## src/rtl/tkc_regs.vh

```
`ifndef TKC_REGS_VH
`define TKC_REGS_VH
// ----------------------------------------------------------------
// Register indices (byte address is four times the index)
// ----------------------------------------------------------------
`define TKC_IDX_CTL_A        6'h00
`define TKC_IDX_CLK_CFG      6'h01
`define TKC_IDX_PROT_DBG     6'h02
`define TKC_IDX_IRQ_EN       6'h03
`define TKC_IDX_STATUS       6'h04
// ----------------------------------------------------------------
// Field positions
// ----------------------------------------------------------------
`define TKC_BIT_RUN          7
`define TKC_BIT_DRIFT        1
`define TKC_SRC_HI           7
`define TKC_SRC_LO           6
`define TKC_DIV_HI           3
`define TKC_DIV_LO           0
`define TKC_KEY_HI           7
`define TKC_KEY_LO           6
`define TKC_BIT_HALT         3
`define TKC_BIT_CALIB_OUTPUT_SELECT         1
`define TKC_BIT_HOUR         5
`define TKC_BIT_MIN          4
`define TKC_BIT_SEC          3
`define TKC_BIT_CORR         2
`define TKC_BIT_QTR          0
// ----------------------------------------------------------------
// Reset values and encodings
// ----------------------------------------------------------------
`define TKC_RST_BYTE         8'h00
`define TKC_RST_SRC          2'h0
`define TKC_RST_DIV          4'h0
`define TKC_RST_DIV32        5'h00
`define TKC_DIV32_LAST       5'h1f
`define TKC_SRC_MAIN         2'h0
`define TKC_SRC_WATCH        2'h1
`define TKC_SRC_IRC          2'h2
`define TKC_KEY_00           2'h0
`define TKC_KEY_01           2'h1
`define TKC_KEY_11           2'h3
`define TKC_KEY_10           2'h2
`define TKC_FLAG_MASK        8'h3d
`define TKC_RESP_OKAY        2'h0
`define TKC_RESP_DECERR      2'h3
`define TKC_PAD_ZERO         24'h00_0000
`endif

```

## src/rtl/tkc_control.v

```verilog
// Summary of operation
// - Counter runs only while run enable, bit 7 of control A, is set.
// - Drift correction applies only while control A bit 1 is set.
// - Control A is write protected; device honours protection state.
// - Clock config: first write only in normal mode, any in special.
// - Source select 00 main, 01 watch crystal, 10 1 MHz, 11 reserved.
// - Main oscillator divided by divider field (bits 3:0) plus one.
// - Prescaled 1 MHz clock is divided by 32 for the counter tick.
// - Key field bits 7:6 of protect register are write only, read 0.
// - After any reset protection is off; the clock config write-once lock clears only on power-on.
// - Two consecutive key writes of 10 turn protection on.
// - Key writes 00, 01, 11, 10 in order turn protection off.
// - In debug freeze, halt bit 3 at 0 keeps counting, 1 halts.
// - Calibration out: source clock when bit 1 is 0, 1 Hz when 1.
// - Hour flag with hour enable (bit 5) raises interrupt request.
// - Minute flag with minute enable (bit 4) raises interrupt.
// - Second flag with second enable (bit 3) raises interrupt.
// - Correction flag with correction enable (bit 2) raises interrupt.
// - Quarter second flag with enable bit 0 raises interrupt.
// - Halt bit matters only while debug freeze is active.
// - Flags set on events, cleared by writing 1; writing 0 no effect.
// - Protect, enable and status use normal reset; others power-on.
`timescale 1ns/100ps
`include "tkc_regs.vh"
module tkc_control (
    // Clock, resets, enable
    input  wire        aclk,
    input  wire        aresetn,
    input  wire        por_resetn,
    input  wire        clk_en,
    // AXI4-Lite write address and data
    input  wire [7:0]  s_axi_awaddr,
    input  wire        s_axi_awvalid,
    output wire        s_axi_awready,
    input  wire [31:0] s_axi_wdata,
    input  wire [3:0]  s_axi_wstrb,
    input  wire        s_axi_wvalid,
    output wire        s_axi_wready,
    // AXI4-Lite write response
    output wire [1:0]  s_axi_bresp,
    output wire        s_axi_bvalid,
    input  wire        s_axi_bready,
    // AXI4-Lite read
    input  wire [7:0]  s_axi_araddr,
    input  wire        s_axi_arvalid,
    output wire        s_axi_arready,
    output wire [31:0] s_axi_rdata,
    output wire [1:0]  s_axi_rresp,
    output wire        s_axi_rvalid,
    input  wire        s_axi_rready,
    // Clock pins and mode inputs
    input  wire        main_oscillator_clock,
    input  wire        watch_crystal_clock,
    input  wire        internal_1mhz_clock,
    input  wire        one_hz_comp_clock,
    input  wire        special_mode,
    input  wire        debug_freeze,
    // Events from the counter and calendar
    input  wire        hour_event,
    input  wire        minute_event,
    input  wire        second_event,
    input  wire        correction_event,
    input  wire        quarter_second_event,
    // Outputs to the counter and the chip
    output wire        counter_run_enable,
    output wire        drift_correction_enable,
    output wire        counter_tick,
    output wire        counter_source_clock,
    output wire        calibration_output_clock,
    output wire        irq
);
    // Protection sequencer states
    localparam [2:0] ST_IDLE = 3'h0;
    localparam [2:0] ST_P1   = 3'h1;
    localparam [2:0] ST_U1   = 3'h2;
    localparam [2:0] ST_U2   = 3'h3;
    localparam [2:0] ST_U3   = 3'h4;

    wire       norm_rst = ~aresetn | ~por_resetn;
    wire       por_rst  = ~por_resetn;
    reg  [7:0] ctl_a_reg;
    reg  [1:0] src_reg;
    reg  [3:0] div_reg;
    reg        cfg_written_reg;
    reg        halt_reg;
    reg        calib_output_select_reg;
    reg  [7:0] irq_en_reg;
    reg  [7:0] flag_reg;
    reg        prot_reg;
    reg  [2:0] seq_reg;
    reg  [2:0] seq_next;
    reg        prot_next;
    reg        aw_free_reg;
    reg  [7:0] aw_addr_reg;
    reg        w_free_reg;
    reg  [7:0] w_data_reg;
    reg        w_strb_reg;
    reg        bvalid_reg;
    reg  [1:0] bresp_reg;
    reg        rvalid_reg;
    reg  [7:0] rbyte_reg;
    reg  [1:0] rresp_reg;
    reg        ar_free_reg;
    reg  [3:0] pre_cnt_reg;
    reg  [4:0] div32_reg;
    reg        tick_reg;
    reg        src_clk_reg;
    reg        cal_clk_reg;
    reg        irq_reg;

    wire [3:0] pin_lvl;
    wire [3:0] pin_rise;
    // Pin synchronisers
    tkc_sync #(
        .W    (4)
    ) u_sync (
        .aclk  (aclk),
        .srst  (norm_rst),
        .ce    (clk_en),
        .din   ({one_hz_comp_clock, internal_1mhz_clock,
                 watch_crystal_clock, main_oscillator_clock}),
        .level (pin_lvl),
        .rise  (pin_rise)
    );
    // Bus write decode
    wire       wr_go   = ~aw_free_reg & ~w_free_reg & ~bvalid_reg;
    wire [5:0] wr_idx  = aw_addr_reg[7:2];
    wire       wr_en   = wr_go & w_strb_reg;
    wire       wr_ctla = wr_en & (wr_idx == `TKC_IDX_CTL_A);
    wire       wr_cfg  = wr_en & (wr_idx == `TKC_IDX_CLK_CFG);
    wire       wr_prot = wr_en & (wr_idx == `TKC_IDX_PROT_DBG);
    wire       wr_ien  = wr_en & (wr_idx == `TKC_IDX_IRQ_EN);
    wire       wr_stat = wr_en & (wr_idx == `TKC_IDX_STATUS);
    wire       wr_map  = (wr_idx <= `TKC_IDX_STATUS);
    wire [1:0] key     = w_data_reg[`TKC_KEY_HI:`TKC_KEY_LO];
    wire [5:0] rd_idx  = s_axi_araddr[7:2];
    // Write address and data channels, taken in either order
    always @(posedge aclk) begin
        if (norm_rst) begin
            aw_free_reg <= 1'b1;
            aw_addr_reg <= `TKC_RST_BYTE;
            w_free_reg  <= 1'b1;
            w_data_reg  <= `TKC_RST_BYTE;
            w_strb_reg  <= 1'b0;
            bvalid_reg  <= 1'b0;
            bresp_reg   <= `TKC_RESP_OKAY;
        end else if (clk_en) begin
            if (s_axi_awvalid & aw_free_reg) begin
                aw_free_reg <= 1'b0;
                aw_addr_reg <= s_axi_awaddr;
            end
            if (s_axi_wvalid & w_free_reg) begin
                w_free_reg <= 1'b0;
                w_data_reg <= s_axi_wdata[7:0];
                w_strb_reg <= s_axi_wstrb[0];
            end
            if (wr_go) begin
                bvalid_reg <= 1'b1;
                // Protected drops still answer OKAY
                bresp_reg  <= wr_map ? `TKC_RESP_OKAY
                                     : `TKC_RESP_DECERR;
            end else if (bvalid_reg & s_axi_bready) begin
                bvalid_reg  <= 1'b0;
                aw_free_reg <= 1'b1;
                w_free_reg  <= 1'b1;
            end
        end
    end

    // Read channel, one read in flight
    always @(posedge aclk) begin
        if (norm_rst) begin
            rvalid_reg  <= 1'b0;
            ar_free_reg <= 1'b1;
            rbyte_reg   <= `TKC_RST_BYTE;
            rresp_reg   <= `TKC_RESP_OKAY;
        end else if (clk_en) begin
            if (s_axi_arvalid & ar_free_reg) begin
                rvalid_reg  <= 1'b1;
                ar_free_reg <= 1'b0;
                rresp_reg  <= `TKC_RESP_OKAY;
                case (rd_idx)
                    `TKC_IDX_CTL_A:    rbyte_reg <= ctl_a_reg;
                    `TKC_IDX_CLK_CFG:  rbyte_reg <= {src_reg, 2'b00, div_reg};
                    `TKC_IDX_PROT_DBG: rbyte_reg <= {4'h0, halt_reg, 1'b0,
                                         calib_output_select_reg, 1'b0}; // Key 0
                    `TKC_IDX_IRQ_EN:   rbyte_reg <= irq_en_reg;
                    `TKC_IDX_STATUS:   rbyte_reg <= flag_reg;
                    default: begin
                        rbyte_reg <= `TKC_RST_BYTE;
                        rresp_reg <= `TKC_RESP_DECERR;
                    end
                endcase
            end else if (rvalid_reg & s_axi_rready) begin
                rvalid_reg  <= 1'b0;
                ar_free_reg <= 1'b1;
            end
        end
    end

    // ------------------------------------------------------------
    // Power-on-only registers
    // ------------------------------------------------------------
    always @(posedge aclk) begin
        if (por_rst) begin
            ctl_a_reg       <= `TKC_RST_BYTE;
            src_reg         <= `TKC_RST_SRC;
            div_reg         <= `TKC_RST_DIV;
            cfg_written_reg <= 1'b0;
        end else if (clk_en) begin
            // Dropped silently while protected
            if (wr_ctla & ~prot_reg) begin
                ctl_a_reg <= w_data_reg & {1'b1, 5'h00, 1'b1, 1'b0};
            end
            // One write in normal mode, unlimited in special mode
            if (wr_cfg & (special_mode | ~cfg_written_reg)) begin
                src_reg         <= w_data_reg[`TKC_SRC_HI:`TKC_SRC_LO];
                div_reg         <= w_data_reg[`TKC_DIV_HI:`TKC_DIV_LO];
                cfg_written_reg <= 1'b1;
            end
        end
    end

    // ------------------------------------------------------------
    // Normal-reset registers and event flags
    // ------------------------------------------------------------
    wire [7:0] ev_vec = {2'b00, hour_event, minute_event, second_event,
                         correction_event, 1'b0, quarter_second_event};

    always @(posedge aclk) begin
        if (norm_rst) begin
            halt_reg   <= 1'b0;
            calib_output_select_reg   <= 1'b0;
            irq_en_reg <= `TKC_RST_BYTE;
            flag_reg   <= `TKC_RST_BYTE;
        end else if (clk_en) begin
            if (wr_prot) begin
                halt_reg <= w_data_reg[`TKC_BIT_HALT];
                calib_output_select_reg <= w_data_reg[`TKC_BIT_CALIB_OUTPUT_SELECT];
            end
            if (wr_ien)
                irq_en_reg <= w_data_reg & `TKC_FLAG_MASK;
            // Write 1 clears, a new event in the same cycle wins
            flag_reg <= ((flag_reg & ~({8{wr_stat}} & w_data_reg))
                         | ev_vec) & `TKC_FLAG_MASK;
        end
    end

    // Protection key sequencer
    always @* begin
        seq_next  = seq_reg;
        prot_next = prot_reg;
        if (wr_prot) begin
            case (seq_reg)
                ST_IDLE: begin
                    if (~prot_reg & (key == `TKC_KEY_10))
                        seq_next = ST_P1;
                    else if (prot_reg & (key == `TKC_KEY_00))
                        seq_next = ST_U1;
                end
                ST_P1: begin
                    seq_next = ST_IDLE;
                    if (key == `TKC_KEY_10)
                        prot_next = 1'b1;
                end
                ST_U1: begin
                    if (key == `TKC_KEY_01)
                        seq_next = ST_U2;
                    else if (key != `TKC_KEY_00)
                        seq_next = ST_IDLE;
                end
                ST_U2: begin
                    if (key == `TKC_KEY_11)
                        seq_next = ST_U3;
                    else if (key == `TKC_KEY_00)
                        seq_next = ST_U1;
                    else
                        seq_next = ST_IDLE;
                end
                ST_U3: begin
                    if (key == `TKC_KEY_10) begin
                        seq_next  = ST_IDLE;
                        prot_next = 1'b0;
                    end else if (key == `TKC_KEY_00) begin
                        seq_next = ST_U1;
                    end else begin
                        seq_next = ST_IDLE;
                    end
                end
                default: seq_next = ST_IDLE;
            endcase
        end
    end

    // Protection cleared by any reset
    always @(posedge aclk) begin
        if (norm_rst) begin
            prot_reg <= 1'b0;
            seq_reg  <= ST_IDLE;
        end else if (clk_en) begin
            prot_reg <= prot_next;
            seq_reg  <= seq_next;
        end
    end

    // ------------------------------------------------------------
    // Source selection, prescaler and divide by 32
    // ------------------------------------------------------------
    wire main_sel  = (src_reg == `TKC_SRC_MAIN);
    wire pre_wrap  = main_sel & pin_rise[0] & (pre_cnt_reg == div_reg);
    wire mhz_tick  = pre_wrap | ((src_reg == `TKC_SRC_IRC) & pin_rise[2]);
    wire div_wrap  = mhz_tick & (div32_reg == `TKC_DIV32_LAST);
    wire raw_tick  = div_wrap | ((src_reg == `TKC_SRC_WATCH) & pin_rise[1]);
    wire frozen    = debug_freeze & halt_reg;
    wire run       = ctl_a_reg[`TKC_BIT_RUN];
    reg  src_lvl;

    // Level of the selected source, reserved code gives none
    always @* begin
        case (src_reg)
            `TKC_SRC_MAIN:  src_lvl = pin_lvl[0];
            `TKC_SRC_WATCH: src_lvl = pin_lvl[1];
            `TKC_SRC_IRC:   src_lvl = pin_lvl[2];
            default:        src_lvl = 1'b0;
        endcase
    end

    // Divider counters and registered outputs
    always @(posedge aclk) begin
        if (norm_rst) begin
            pre_cnt_reg <= `TKC_RST_DIV;
            div32_reg   <= `TKC_RST_DIV32;
            tick_reg    <= 1'b0;
            src_clk_reg <= 1'b0;
            cal_clk_reg <= 1'b0;
            irq_reg     <= 1'b0;
        end else if (clk_en) begin
            if (main_sel & pin_rise[0])
                pre_cnt_reg <= pre_wrap ? `TKC_RST_DIV
                                        : pre_cnt_reg + 4'h1;
            if (mhz_tick)
                div32_reg <= div32_reg + 5'h01;
            tick_reg    <= raw_tick & run & ~frozen;
            src_clk_reg <= src_lvl;
            cal_clk_reg <= calib_output_select_reg ? pin_lvl[3] : src_lvl;
            irq_reg <= |(flag_reg & irq_en_reg);
            // Same reduction
        end
    end

    // ------------------------------------------------------------
    // Output assignments
    // ------------------------------------------------------------
    assign s_axi_awready            = aw_free_reg;
    assign s_axi_wready             = w_free_reg;
    assign s_axi_bvalid             = bvalid_reg;
    assign s_axi_bresp              = bresp_reg;
    assign s_axi_arready            = ar_free_reg;
    assign s_axi_rvalid             = rvalid_reg;
    assign s_axi_rresp              = rresp_reg;
    assign s_axi_rdata              = {`TKC_PAD_ZERO, rbyte_reg};
    assign counter_run_enable       = ctl_a_reg[`TKC_BIT_RUN];
    assign drift_correction_enable  = ctl_a_reg[`TKC_BIT_DRIFT];
    assign counter_tick             = tick_reg;
    assign counter_source_clock     = src_clk_reg;
    assign calibration_output_clock = cal_clk_reg;
    assign irq                      = irq_reg;
endmodule

```

## src/rtl/tkc_sync.v

```verilog
`timescale 1ns/100ps
module tkc_sync #(
    parameter W = 3
) (
    // Clocking
    input  wire         aclk,
    input  wire         srst,
    input  wire         ce,
    // Pins and filtered view
    input  wire [W-1:0] din,
    output wire [W-1:0] level,
    output wire [W-1:0] rise
);
    genvar i;
    // ------------------------------------------------------------
    // Three-stage sampling, change accepted when stages 2 and 3 agree
    // ------------------------------------------------------------
    generate
        for (i = 0; i < W; i = i + 1) begin : g_bit
            reg s1_reg;
            reg s2_reg;
            reg s3_reg;
            reg lvl_reg;
            reg rise_reg;
            always @(posedge aclk) begin
                if (srst) begin
                    s1_reg   <= 1'b0;
                    s2_reg   <= 1'b0;
                    s3_reg   <= 1'b0;
                    lvl_reg  <= 1'b0;
                    rise_reg <= 1'b0;
                end else if (ce) begin
                    s1_reg   <= din[i];
                    s2_reg   <= s1_reg;
                    s3_reg   <= s2_reg;
                    if (s2_reg == s3_reg)
                        lvl_reg <= s3_reg;
                    rise_reg <= (s2_reg == s3_reg) & s3_reg & ~lvl_reg;
                end
            end
            assign level[i] = lvl_reg;
            assign rise[i]  = rise_reg;
        end
    endgenerate
endmodule

```

## config.mk

```make
export PLATFORM = sky130hd
export DESIGN_NAME = tkc_control
export DESIGN_NICKNAME = d
export VERILOG_FILES = /design/src/rtl/tkc_control.v /design/src/rtl/tkc_sync.v
export VERILOG_INCLUDE_DIRS = /design/src /design/src/rtl
export SDC_FILE = /design/constraint.sdc
export NUM_CORES = 1
export LEC_CHECK = 0
export BUFFER_PORTS_ARGS = -buffer_cell sky130_fd_sc_hd__buf_2
export CORE_MARGIN = 8
export CORE_UTILIZATION = 47
export DETAILED_ROUTE_END_ITERATION = 8
export GPL_TIMING_DRIVEN = 0
export HOLD_SLACK_MARGIN = 0.15
export MAX_ROUTING_LAYER = met4
export PLACE_DENSITY = 0.76
export SETUP_SLACK_MARGIN = 0.5
export SLEW_MARGIN = 0
export SYNTH_ARGS = -nofsm -noshare
export SYNTH_HDL_FRONTEND = slang
export SYNTH_SLANG_ARGS = --single-unit
```

## constraint.sdc

```tcl
create_clock -name aclk -period 1.55 [get_ports aclk]
set_input_delay 0.155 -clock aclk [delete_from_list [all_inputs] [get_ports aclk]]
set_output_delay 0.155 -clock aclk [all_outputs]
set_load 0.01 [all_outputs]
```

**After elaboration in Yosys (flattened, before gate mapping)**

Cells that the tools add are included.

- Bits in registers: 91
- Bits of input ports: 72
- Output and inout bits: 47

- Add/sub/neg operators: 2
- $lt $le $gt $ge: 1
- Equality and inequality tests: 27
- Mux-type cells: 29
- Bitwise gates (word level): 51
- Reduce and logical (&&, ||, !) cells: 29

Operator list:

| cell | count |
|---|---|
| $pmux 8 s5 | 1 |
| $reduce_and 2->1 | 16 |
| $and 1x1->1 | 31 |
| $eq 6x2->1 const B | 4 |
| $and 6x6->6 | 3 |
| $mux 3 | 6 |
| $mux 1 | 15 |
| $eq 6x1->1 const B | 2 |
| $eq 6x3->1 const B | 2 |
| $logic_not 6->1 | 2 |
| $pmux 3 s4 | 1 |
| $not 1->1 | 11 |
| $reduce_bool 2->1 | 4 |
| $reduce_or 8->1 | 1 |
| $eq 2x2->1 const B | 3 |
| $eq 3x2->1 const B | 2 |
| $le 6x3->1 const B | 1 |
| $mux 2 | 3 |
| $ne 3x3->1 const B | 2 |
| $not 6->6 | 1 |
| $or 6x6->6 | 1 |
| $add 5x1->5 const B | 1 |
| $eq 5x5->1 const B | 1 |
| $reduce_and 5->1 | 1 |
| other kinds (15) | 24 |

**Longest topological paths before layout**

Gate-level depths: netlist of run 1.

- Depth in word-level cells: 9
- Depth in mapped cells: 6

**Modules after synthesis**

Synthesis of run 1 repeated with hierarchy kept, for this count alone.

- Cells, all modules: 510
- Area, all modules: 4319.1 µm²

Modules (own cells, without submodules):

| module | instances | cells each | area an instance (µm²) |
|---|---|---|---|
| tkc_control | 1 | 421 | 3394.5 |
| tkc_sync | 1 | 89 | 924.6 |

**Least setup slack after synthesis of run 1**

No wires, ideal clock.

- Path kind: reg2reg
- Start: register bvalid_reg (netlist: s_axi_bvalid)
- End: register prot_reg
- Library setup time: 0.059 ns
- Data arrival time: 1.656 ns
- Data required time: 1.491 ns
- Slack: -0.166 ns
- Cell stages (with the launch flop): 5
- Path through: dfxtp_1 -> or4b_4 -> nor4_1 -> mux2_1 -> nand2_1

- Longest elaborated chain between the ends: 5

RTL lines:

| what | line | source |
|---|---|---|
| from (decl) | tkc_control.v:98 | `reg bvalid_reg;` |
| from (signal assigned) | tkc_control.v:145 | `bvalid_reg <= 1'b0;` |
| from (signal assigned) | tkc_control.v:158 | `bvalid_reg <= 1'b1;` |
| from (signal assigned) | tkc_control.v:163 | `bvalid_reg <= 1'b0;` |
| $not 1->1 | tkc_control.v:126 | `wire wr_go = ~aw_free_reg & ~w_free_reg & ~bvalid_reg;` |
| $and 1x1->1 | tkc_control.v:126 |  |
| $and 1x1->1 | tkc_control.v:128 | `wire wr_en = wr_go & w_strb_reg;` |
| $and 1x1->1 | tkc_control.v:131 | `` wire wr_prot = wr_en & (wr_idx == `TKC_IDX_PROT_DBG); `` |
| $reduce_and 5->1 (no line) | n/a |  |
| to (signal assigned) | tkc_control.v:301 | `prot_reg <= prot_next;` |
| to (decl) | tkc_control.v:89 | `reg prot_reg;` |

No other way between the ends.
A chain may end at the register's enable or synchronous reset.

**Worst setup path in the final report of run 1**

- Start: register aw_addr_reg[6]
- End: register prot_reg

- Longest elaborated chain between the ends: 3

RTL lines:

| what | line | source |
|---|---|---|
| from (decl) | tkc_control.v:94 | `reg [7:0] aw_addr_reg;` |
| from (signal assigned) | tkc_control.v:141 | `` aw_addr_reg <= `TKC_RST_BYTE; `` |
| from (signal assigned) | tkc_control.v:150 | `aw_addr_reg <= s_axi_awaddr;` |
| $eq 6x2->1 (no line) | n/a |  |
| $and 1x1->1 | tkc_control.v:131 |  |
| $reduce_and 5->1 (no line) | n/a |  |

No other way between the ends.

==> results of run 1 <==
==> cell families (layout without fill, tap and decap cells) <==
family                   after synthesis  in the layout  synth area share, %
AND/OR/NAND/NOR                      187            188                 24.1
AO/OA/AOI/OAI                        107            107                 15.3
flip-flops                            87             87                 41.2
buffers and inverters                 63            213                 8.09
multiplexers                          36             36                 8.59
adder cells (fa/ha/maj)                6              6                 1.78
XOR/XNOR                               4              4                0.830
other                                  1             24               0.0888
==> path summary, 6_finish.rpt <==
check	end	startpoint	slack (ns)
hold reg to reg	u_sync.g_bit[1].rise_reg$_SDFFE_PP0P_	u_sync.g_bit[1].rise_reg$_SDFFE_PP0P_	0.46
setup reg to reg	prot_reg$_SDFFE_PP0P_	aw_addr_reg[6]$_SDFFE_PP0P_	-0.13
setup / recovery	prot_reg$_SDFFE_PP0P_	aw_addr_reg[6]$_SDFFE_PP0P_	-0.13
hold / removal	rbyte_reg[7]$_SDFFE_PP0P_	s_axi_araddr[6]	0.14
==> what timing repair did <==
item,in CTS,in global routing
gates resized for setup,81,75
endpoints found under the setup margin,76,82
buffers inserted,25,16
endpoints found under the hold margin,38,1
pin swaps,18,20
gates cloned,1,1
==> cells in the final DEF, fill, tap and decap left out, drive strengths merged, types with 12 or more instances in the layout <==
master	count
o21ai	24
nand4	14
buf	139
nand3	18
nor2	36
clkbuf	30
dfxtp	87
a21oi	48
nor3	12
dlygate4sd3	30
mux2i	34
nand2	55
conb	24
==> per-layer routing <==
layer	vias to the layer above	global-route usage [%]	routed length (um)	share of wire (%)
li1	2055	-	-	-
met1	2099	25.9	5850	40
met2	196	36.4	7320	50
met3	39	5.30	934	6.4
met4	0	10.1	466	3.2
met5	-	-	0	0
==> worst max-delay path, cell delays in order, from the launching register on <==
cell	delay, ns
dfxtp_2	0.34
or4b_4	0.60
nor4_4	0.32
mux2_4	0.33
nand2_2	0.05
==> cell type report <==
cell class / instances / share of cell area, %
Buffer: 53 / 6.02
Clock buffer: 12 / 2.29
Clock inverter: 4 / 1.22
Inverter: 10 / 0.592
Multi-Input combinational cell: 365 / 42.6
Sequential cell: 87 / 28.7
Tap cell: 108 / 2.13
Timing Repair Buffer: 134 / 16.4
==> stage by stage <==
stage | setup slack [ns] | TNS [ns] | cell area, um2
after floorplan | -0.0312 | -0.0715 | 4480
after global placement | -0.155 | -2.19 | 4920
after CTS | -0.150 | -1.35 | 5980
after global routing | -0.193 | -2.23 | 6340
final | -0.132 | -1.10 | 6340
after detailed placement | -0.186 | -4.65 | 4920
==> report_power, final <==
part	switching [mW]	internal, mW	total, mW
combinational	0.293	0.261	0.553
clock	0.863	0.963	1.83
sequential	0.0241	2.23	2.26
total	1.18	3.46	4.64
==> run metrics, run 1 <==
EDFF count, synth=0; initial antenna violation count=0; Avg WL per Cell=18.8 um; crit path max fanout=3; Post-synth ARST share=0%; global-route wire length before repair=22300 um; synth warn=0; RSZ-0062 raised after global routing=yes; Post-CTS Hold Buffers=30; grt ovf=0; hold slack=0.141 ns; vias per inst=5.68; failing checks=negative setup slack; IO Pins=119; I/O Buffers=62; num rows=34; WL final=14600 um; Initial DRC Count=275; Pre-Repair DR Iteration Count=5; CP arrival=2.01 ns; clk_skew=0.0138 ns; CTS buffer count=9; Max-Cap Viols=0; min Tclk post-route=1.68 ns; WHS Path Cells=4; CTS sink cnt=87; Yosys top cell by area=dfxtp_1; DIE WIDTH=111 um; storage element area=1820 um2; Chip Height=111 um; Cells after DPL=684; Total GRT Usage=22.5%; worst-skew pair later-pin latency=0.37 ns; status=finished with violations; fill cell count=595; Final period util=108%; Power, Total=4.64 mW; Synth Flop Type=dfxtp_1; Mapped Cells=491; Worst Setup Slack, final=-0.132 ns; Seq cells post-synth=87; Ant. Diodes=0; share of cells above drive strength 1=42.7%; vias in the first global route=4364; Pleak=2.59 nW; CTS clk-pin slew, worst paths=0.09 ns; Avg Inst Size Synth=8.60 um2; Synth cell types=54; # nets final=738; core area=8720 um2; Max H-tree Level=3; FMAX=0.595 GHz; count leader, synth=dfxtp_1; HP Class=primary input to flop; most frequent cells after synthesis=dfxtp_1 (87), nand2_1 (55), a21oi_1 (47), nor2_1 (36), mux2i_1 (34); slew at the pin closest to its max-slew limit=0.793 ns; Peak VDD IR=0.502 mV; final instance count without filler cells=773; CTS tree=yes; R2R cell count=4; CP Data Required Time=1.88 ns; Fin. Hold Viols=0; Netlist Area Pre-Place=4220 um2; Area Growth Syn to Fin=50.1%; crit end category=flop; routability-driven placement congestion ratio=0.919; Util after Layout=72.7%; relative slew slack=47.1%; Final ANT Viol Nets=0; largest net degree at the start of global routing=15; largest cells by area after synthesis=dfxtp_1 (41%), mux2i_1 (8.1%), a21oi_1 (5.6%); maximum clock path buffer count=2; setup violators final=16; multi-input logic area=2700 um2; power per cell area=731 nW/um2; Seq/Total Area, Yosys=41.2%; Vias=4389; initial core utilization=48.4%; Die ar.=12300 um2; Yosys top cell area share=41.2%; CTS root buffer=clkbuf_8; Setup CP Type=flop to flop; Slew Limit Fails=0; Residual DRC=0; crit start category=flop; HPWL Detailed=8830 um
(Power assumes the default switching activity.)
==> run 2, diff against run 1 <==
--- a/config.mk
+++ b/config.mk
@@ -15,7 +15,7 @@
 export MAX_ROUTING_LAYER = met4
 export PLACE_DENSITY = 0.76
 export SETUP_SLACK_MARGIN = 0.5
-export SLEW_MARGIN = 0
 export SYNTH_ARGS = -nofsm -noshare
 export SYNTH_HDL_FRONTEND = slang
+export SYNTH_HIERARCHICAL = 1
 export SYNTH_SLANG_ARGS = --single-unit
==> run 2 against run 1 <==
The run still ends with negative setup slack left; setup slack got worse by 0.52 ns; flip-flop and latch count did not move; critical endpoint is now seq_reg[2]$_SDFFE_PP0P_; non-clock buffer count rose by 4; synthesized cell count rose by 2.9%; maximum frequency fell by 24%; clock power fell by 21%; global-route usage fell by 2.3 points; sequential share of layout area fell by 0.51 points; die area rose by 1.0%; combinational power rose by 4.9%; worst hold slack improved by 0.040 ns; sequential power barely moved.
==> run metrics, run 2 <==
slew at the pin closest to its max-slew limit=0.840 ns (+0.0476 ns); Max-Cap Viols=0 (unchanged); Vias=4555 (+3.8%); Mapped Cells=505 (+2.9%); crit path max fanout=3 (unchanged); HP Class=primary input to flop; Buf/Inv on CP=2 (+2); power per cell area=671 nW/um2 (-8.2%); CP dominant cell by count=or4_4; relative slew slack=43.8% (-3.4 points); Peak VDD IR=0.472 mV (-5.9%); worst-skew pair later-pin latency=0.36 ns (about the same); Pleak=2.57 nW (-0.72%); hold slack=0.182 ns (+0.0404 ns); CTS sink cnt=87 (unchanged); Slew Limit Fails=0 (unchanged); Max stage delay cell, worst path=or4b_4; CTS clk-pin slew, worst paths=0.09 ns (about the same); Critical Path, Cell by Cell=or4b_4 > buf_8 > or4_4 > buf_6 > or4_4 > a21oi_2; grt ovf=0 (unchanged); Total GRT Usage=20.2% (-2.3 points); Final ANT Viol Nets=0 (unchanged); multi-input logic area=2710 um2 (+0.42%); Avg WL per Cell=19.9 um (+5.8%); vias in the first global route=4230 (-3.1%); min Tclk post-route=2.20 ns (+0.523 ns); Worst R2R Setup Slack=-0.65 ns (-0.52 ns); I/O Buffers=61 (-1.6%); WL final=15600 um (+7.0%); synth warn=6 (+6); IO Pins=119 (unchanged); Worst Min Path Start=por_resetn; Fin. Hold Viols=0 (unchanged); WHS Endpoint=div_reg[3]$_SDFFE_PN0P_; setup TNS=-11.07 ns (-9.97 ns); crit end category=flop; R2R cell count=6 (+2); CP arrival=2.51 ns (+0.50 ns); status=finished with violations; global-route wire length before repair=20400 um (-8.9%); WHS Path Cells=3 (-1); setup violators final=26 (+10); fill cell count=572 (-3.9%); failing checks=negative setup slack; Worst path depth=6 (+2); Die ar.=12400 um2 (+1.0%); num rows=34 (unchanged); R2R Path Start=s_axi_wready$_SDFFE_PP1P_; routability-driven placement congestion ratio=0.861 (-6.4%); Post-DP Area=4960 um2 (+0.71%); CP Data Required Time=1.85 ns (-0.03 ns); core area=8760 um2 (+0.49%); Area Growth Syn to Fin=49.3%; CTS buffer count=9 (unchanged); initial antenna violation count=1 (+1); # nets final=747 (+1.2%); Netlist Area Pre-Place=4270 um2 (+1.2%); vias per inst=5.82 (+2.6%); Initial DRC Count=418 (+52%); Chip Height=111 um (+0.51%); most frequent cells in the layout=dfxtp_1 (61), buf_4 (59), buf_2 (57); Worst Setup Slack, final=-0.655 ns (-0.523 ns); FMAX=0.454 GHz (-24%); share of cells above drive strength 1=41.7% (-1.0 points); CTS root buffer=clkbuf_8; HPWL Detailed=8330 um (-5.7%); Residual DRC=0 (unchanged); Max H-tree Level=3 (unchanged); DIE WIDTH=111 um (+0.51%); cell family with most CP delay=simple AND/OR/NAND/NOR gates; Avg Inst Size Synth=8.46 um2 (-1.6%); largest net degree at the start of global routing=16 (+1); maximum clock path buffer count=2 (unchanged); RSZ-0062 raised after global routing=yes; Final period util=142% (+34 points); CTS tree=yes; clk_skew=0.0107 ns (-0.00312 ns); end of the worst register-to-register path=seq_reg[2]$_SDFFE_PP0P_; commonest non-fill, non-tap cell in the layout=dfxtp_1; Pre-Repair DR Iteration Count=5 (unchanged); storage element area=1800 um2 (-1.2%); largest stage delay on the critical path=0.56 ns (-0.04 ns); initial core utilization=48.8% (+0.34 points); crit start category=flop; Setup CP Type=flop to flop; Finished Cell Area=6380 um2 (+0.63%)
run 2: final cells by class:
class,instances,area share (%)
flip-flops and latches,87,28.2
clock buffers,11,2.22
diodes,2,0.0785
inverters,10,0.628
multi-input cells,369,42.5
plain buffers,63,8.79
well taps,108,2.12
clock inverters,4,0.353
repair buffers,128,15.1
run 2: power by group:
group	total (mW)	switching [mW]	internal (mW)	leakage (nW)
logic	0.580	0.302	0.277	1.77
registers	2.27	0.0240	2.24	0.717
clock network	1.44	0.825	0.611	0.0850
total	4.28	1.15	3.13	2.57
run 2: layer usage:
| layer | share of wire (%) | track usage, % |
|---|---|---|
| met1 | 37 | 22.0 |
| met5 | 0 | - |
| met4 | 5.4 | 9.33 |
| met3 | 7.2 | 4.40 |
| met2 | 50 | 34.3 |
run 2: worst max-delay path by stage:
stage	start	end	slack, ns
after floorplan	aw_addr_reg[6]$_SDFFE_PP0P_	seq_reg[2]$_SDFFE_PP0P_	-0.58
after global placement	s_axi_wready$_SDFFE_PP1P_	prot_reg$_SDFFE_PP0P_	-0.71
after detailed placement	s_axi_wready$_SDFFE_PP1P_	prot_reg$_SDFFE_PP0P_	-0.73
after CTS	aw_addr_reg[6]$_SDFFE_PP0P_	seq_reg[2]$_SDFFE_PP0P_	-0.65
after global routing	aw_addr_reg[7]$_SDFFE_PP0P_	seq_reg[2]$_SDFFE_PP0P_	-0.69
final	s_axi_wready$_SDFFE_PP1P_	seq_reg[2]$_SDFFE_PP0P_	-0.65
run 2: what timing repair did:
item / 4_1_cts / 5_1_grt
setup endpoints to repair: 82 / 88
hold endpoints to repair: 30 / 0
hold buffers: 29 / 0
gates cloned: 0 / 2
setup buffers: 19 / 18
pin swaps: 19 / 47
resized for setup: 71 / 112
run 2: per-stage QoR:
step / utilization (%) / worst slack, ns / std cells / total power, mW
4_1_cts: 66.5 / -0.653 / 760 / 4.17
3_3_place_gp: 56.6 / -0.707 / 697 / 2.70
2_1_floorplan: - / -0.580 / 528 / 2.58
5_1_grt: 72.8 / -0.687 / 781 / 4.39
3_5_place_dp: 56.6 / -0.728 / 697 / 2.70
6_report: 72.8 / -0.655 / 782 / 4.28
run 2: worst min-delay path, stage by stage:
cell and delay (ns):
buf_2 0.10, clkinv_1 0.21, a21oi_2 0.04
==> run 3, diff against run 2 <==
--- a/config.mk
+++ b/config.mk
@@ -6,15 +6,16 @@
 export SDC_FILE = /design/constraint.sdc
 export NUM_CORES = 1
 export LEC_CHECK = 0
-export BUFFER_PORTS_ARGS = -buffer_cell sky130_fd_sc_hd__buf_2
 export CORE_MARGIN = 8
-export CORE_UTILIZATION = 47
+export CORE_UTILIZATION = 55
 export DETAILED_ROUTE_END_ITERATION = 8
+export DONT_BUFFER_PORTS = 1
 export GPL_TIMING_DRIVEN = 0
 export HOLD_SLACK_MARGIN = 0.15
 export MAX_ROUTING_LAYER = met4
-export PLACE_DENSITY = 0.76
+export PLACE_DENSITY_LB_ADDON = 0.08
 export SETUP_SLACK_MARGIN = 0.5
+export SLEW_MARGIN = 20
 export SYNTH_ARGS = -nofsm -noshare
 export SYNTH_HDL_FRONTEND = slang
 export SYNTH_HIERARCHICAL = 1
==> run 3 against run 2 <==
The flow still finishes with violations (negative setup slack); global-route usage up 1.9 points; sequential power about the same; count of clock-buffer cells in the layout down 2; critical endpoint unchanged; routed wire length down 21%.
==> run metrics, run 3 (synthesized netlist as in run 2, its figures left out) <==
min Tclk post-route=2.20 ns (-0.00206 ns); busiest grt layer=met2; num rows=32 (-5.9%); CTS sink cnt=87 (unchanged); setup TNS=-10.67 ns (+0.404 ns); global-route wire length before repair=19200 um (-5.5%); # nets final=677 (-9.4%); crit start category=flop; share of cells above drive strength 1=28.5% (-13 points); FMAX=0.454 GHz (about the same); met2 Resource Use GR=34.1% (-0.20 points); Ant. Diodes=0 (-2); crit end category=flop; worst-skew pair later-pin latency=0.36 ns (about the same); Setup CP Type=flop to flop; Max stage delay cell, worst path=or4b_1; maximum clock path buffer count=2 (unchanged); HPWL Detailed=8190 um (-1.7%); Residual DRC=0 (unchanged); core area=7650 um2 (-13%); Final ANT Viol Nets=0 (unchanged); CTS root buffer=clkbuf_8; setup violators final=25 (-3.8%); worst slack, placed=-0.813 ns (-0.0853 ns); relative slew slack=55.1% (+11 points); clk_skew=0.0111 ns (+0.000457 ns); RSZ-0062 raised after global routing=yes; WL final=12300 um (-21%); vias per inst=5.66 (-2.8%); Die ar.=10800 um2 (-13%); I/O Buffers=0 (-100%); Pleak=2.21 nW (-14%); routability-driven placement congestion ratio=0.819 (-4.9%); Vias=3991 (-12%); commonest non-fill, non-tap cell in the layout=dfxtp_1; Pre-Repair DR Iteration Count=5 (unchanged); Final period util=142% (about the same); most frequent cells in the layout=dfxtp_1 (69), nand2_1 (59), buf_4 (54); vias in the first global route=3890 (-8.0%); Initial DRC Count=212 (-49%); met3 usage=6.88% (+2.5 points); Slew Limit Fails=0 (unchanged); IO Pins=119 (unchanged); initial core utilization=55.9% (+7.1 points); Util after Layout=76.0% (+3.2 points); grt met1 use=25.8% (+3.8 points); CTS buffer count=9 (unchanged); DIE WIDTH=104 um (-6.5%); status=finished with violations; Peak VDD IR=0.580 mV (+23%); Max-Cap Viols=0 (unchanged); Chip Height=104 um (-6.5%); largest net degree at the start of global routing=16 (unchanged); CTS tree=yes; CP Data Required Time=1.86 ns (about the same); CP dominant cell by count=or4_4; hold slack=0.116 ns (-0.0658 ns); initial antenna violation count=0 (-1); crit path max fanout=3 (unchanged); grt ovf=0 (unchanged); Total GRT Usage=22.0% (+1.9 points); CP arrival=2.51 ns (about the same); largest stage delay on the critical path=0.53 ns (-0.03 ns); Area Growth Syn to Fin=36.0%; failing checks=negative setup slack; CTS clk-pin slew, worst paths=0.09 ns (about the same); Max H-tree Level=3 (unchanged); Worst Setup Slack, final=-0.653 ns (+0.00205 ns); Avg WL per Cell=17.4 um (-13%); power per cell area=772 nW/um2 (+15%); slew at the pin closest to its max-slew limit=0.671 ns (-0.169 ns); Fin. Hold Viols=0 (unchanged); Power, Total=4.48 mW (+4.7%); HP Class=primary input to flop; Critical Path, Cell by Cell=or4b_1 > clkbuf_8 > or4_4 > buf_6 > or4_4 > a21oi_2; Post-CTS Hold Buffers=32 (+10%)
run 3: cell count changes in the layout (fill, tap and decap cells not counted), sizes merged:
cell | previous run | this run
nand3 | 20 | 19
dlygate4sd3 | 29 | 32
inv | 9 | 11
clkbuf | 24 | 22
bufinv | 0 | 2
buf | 149 | 77
clkinvlp | 1 | 2
clkinv | 4 | 2
diode | 2 | 0
run 3: path summary, 6_finish.rpt:
check,from,endpoint,slack [ns],depth (start not counted)
worst max-delay path,aw_addr_reg[6]$_SDFFE_PP0P_,seq_reg[2]$_SDFFE_PP0P_,-0.65,6
worst max register to register,aw_addr_reg[6]$_SDFFE_PP0P_,seq_reg[2]$_SDFFE_PP0P_,-0.65,6
worst min register to register,cfg_written_reg$_SDFFE_PN0P_,cfg_written_reg$_SDFFE_PN0P_,0.48,2
worst min-delay path,s_axi_arvalid,s_axi_rresp[0]$_SDFFE_PP0P_,0.12,3
run 3: repair_timing:
item,4_1_cts,5_1_grt
buffers inserted,19,8
setup endpoints to repair,82,66
pin swaps,20,23
hold endpoints to repair,48,2
resized for setup,53,60
run 3: report_power, final:
part / switching, mW / internal (mW)
clock: 0.854 / 0.911
combinational: 0.232 / 0.214
sequential: 0.0269 / 2.25
run 3: area by class of cell:
cell class | instances | area [um2]
Timing Repair Buffer | 59 | 561
Clock inverter | 7 | 95.1
Tap cell | 102 | 128
Buffer | 63 | 544
Multi-Input combinational cell | 368 | 2530
Clock buffer | 9 | 124
Inverter | 10 | 42.5
Sequential cell | 87 | 1780
Fill cell | 566 | 1840
run 3: through the flow:
step | area (um2) | instances
after floorplan | 4520 | 528
after global placement | 4650 | 630
after detailed placement | 4650 | 630
after CTS | 5530 | 697
after global routing | 5810 | 705
final | 5810 | 705
run 3: critical path, delay by kind of cell, from the launching register on:
kind / cells / cell delay [ns]
simple gates: 3 / 1.41
buf+inv: 2 / 0.29
compound gates: 1 / 0.12
flops: 1 / 0.32
run 3: metal layers:
layer  wire length [um]  share of wire (%)
met1               5120                 42
met2               5850                 48
met3                964                7.9
met4                328                2.7
met5                  0                  0
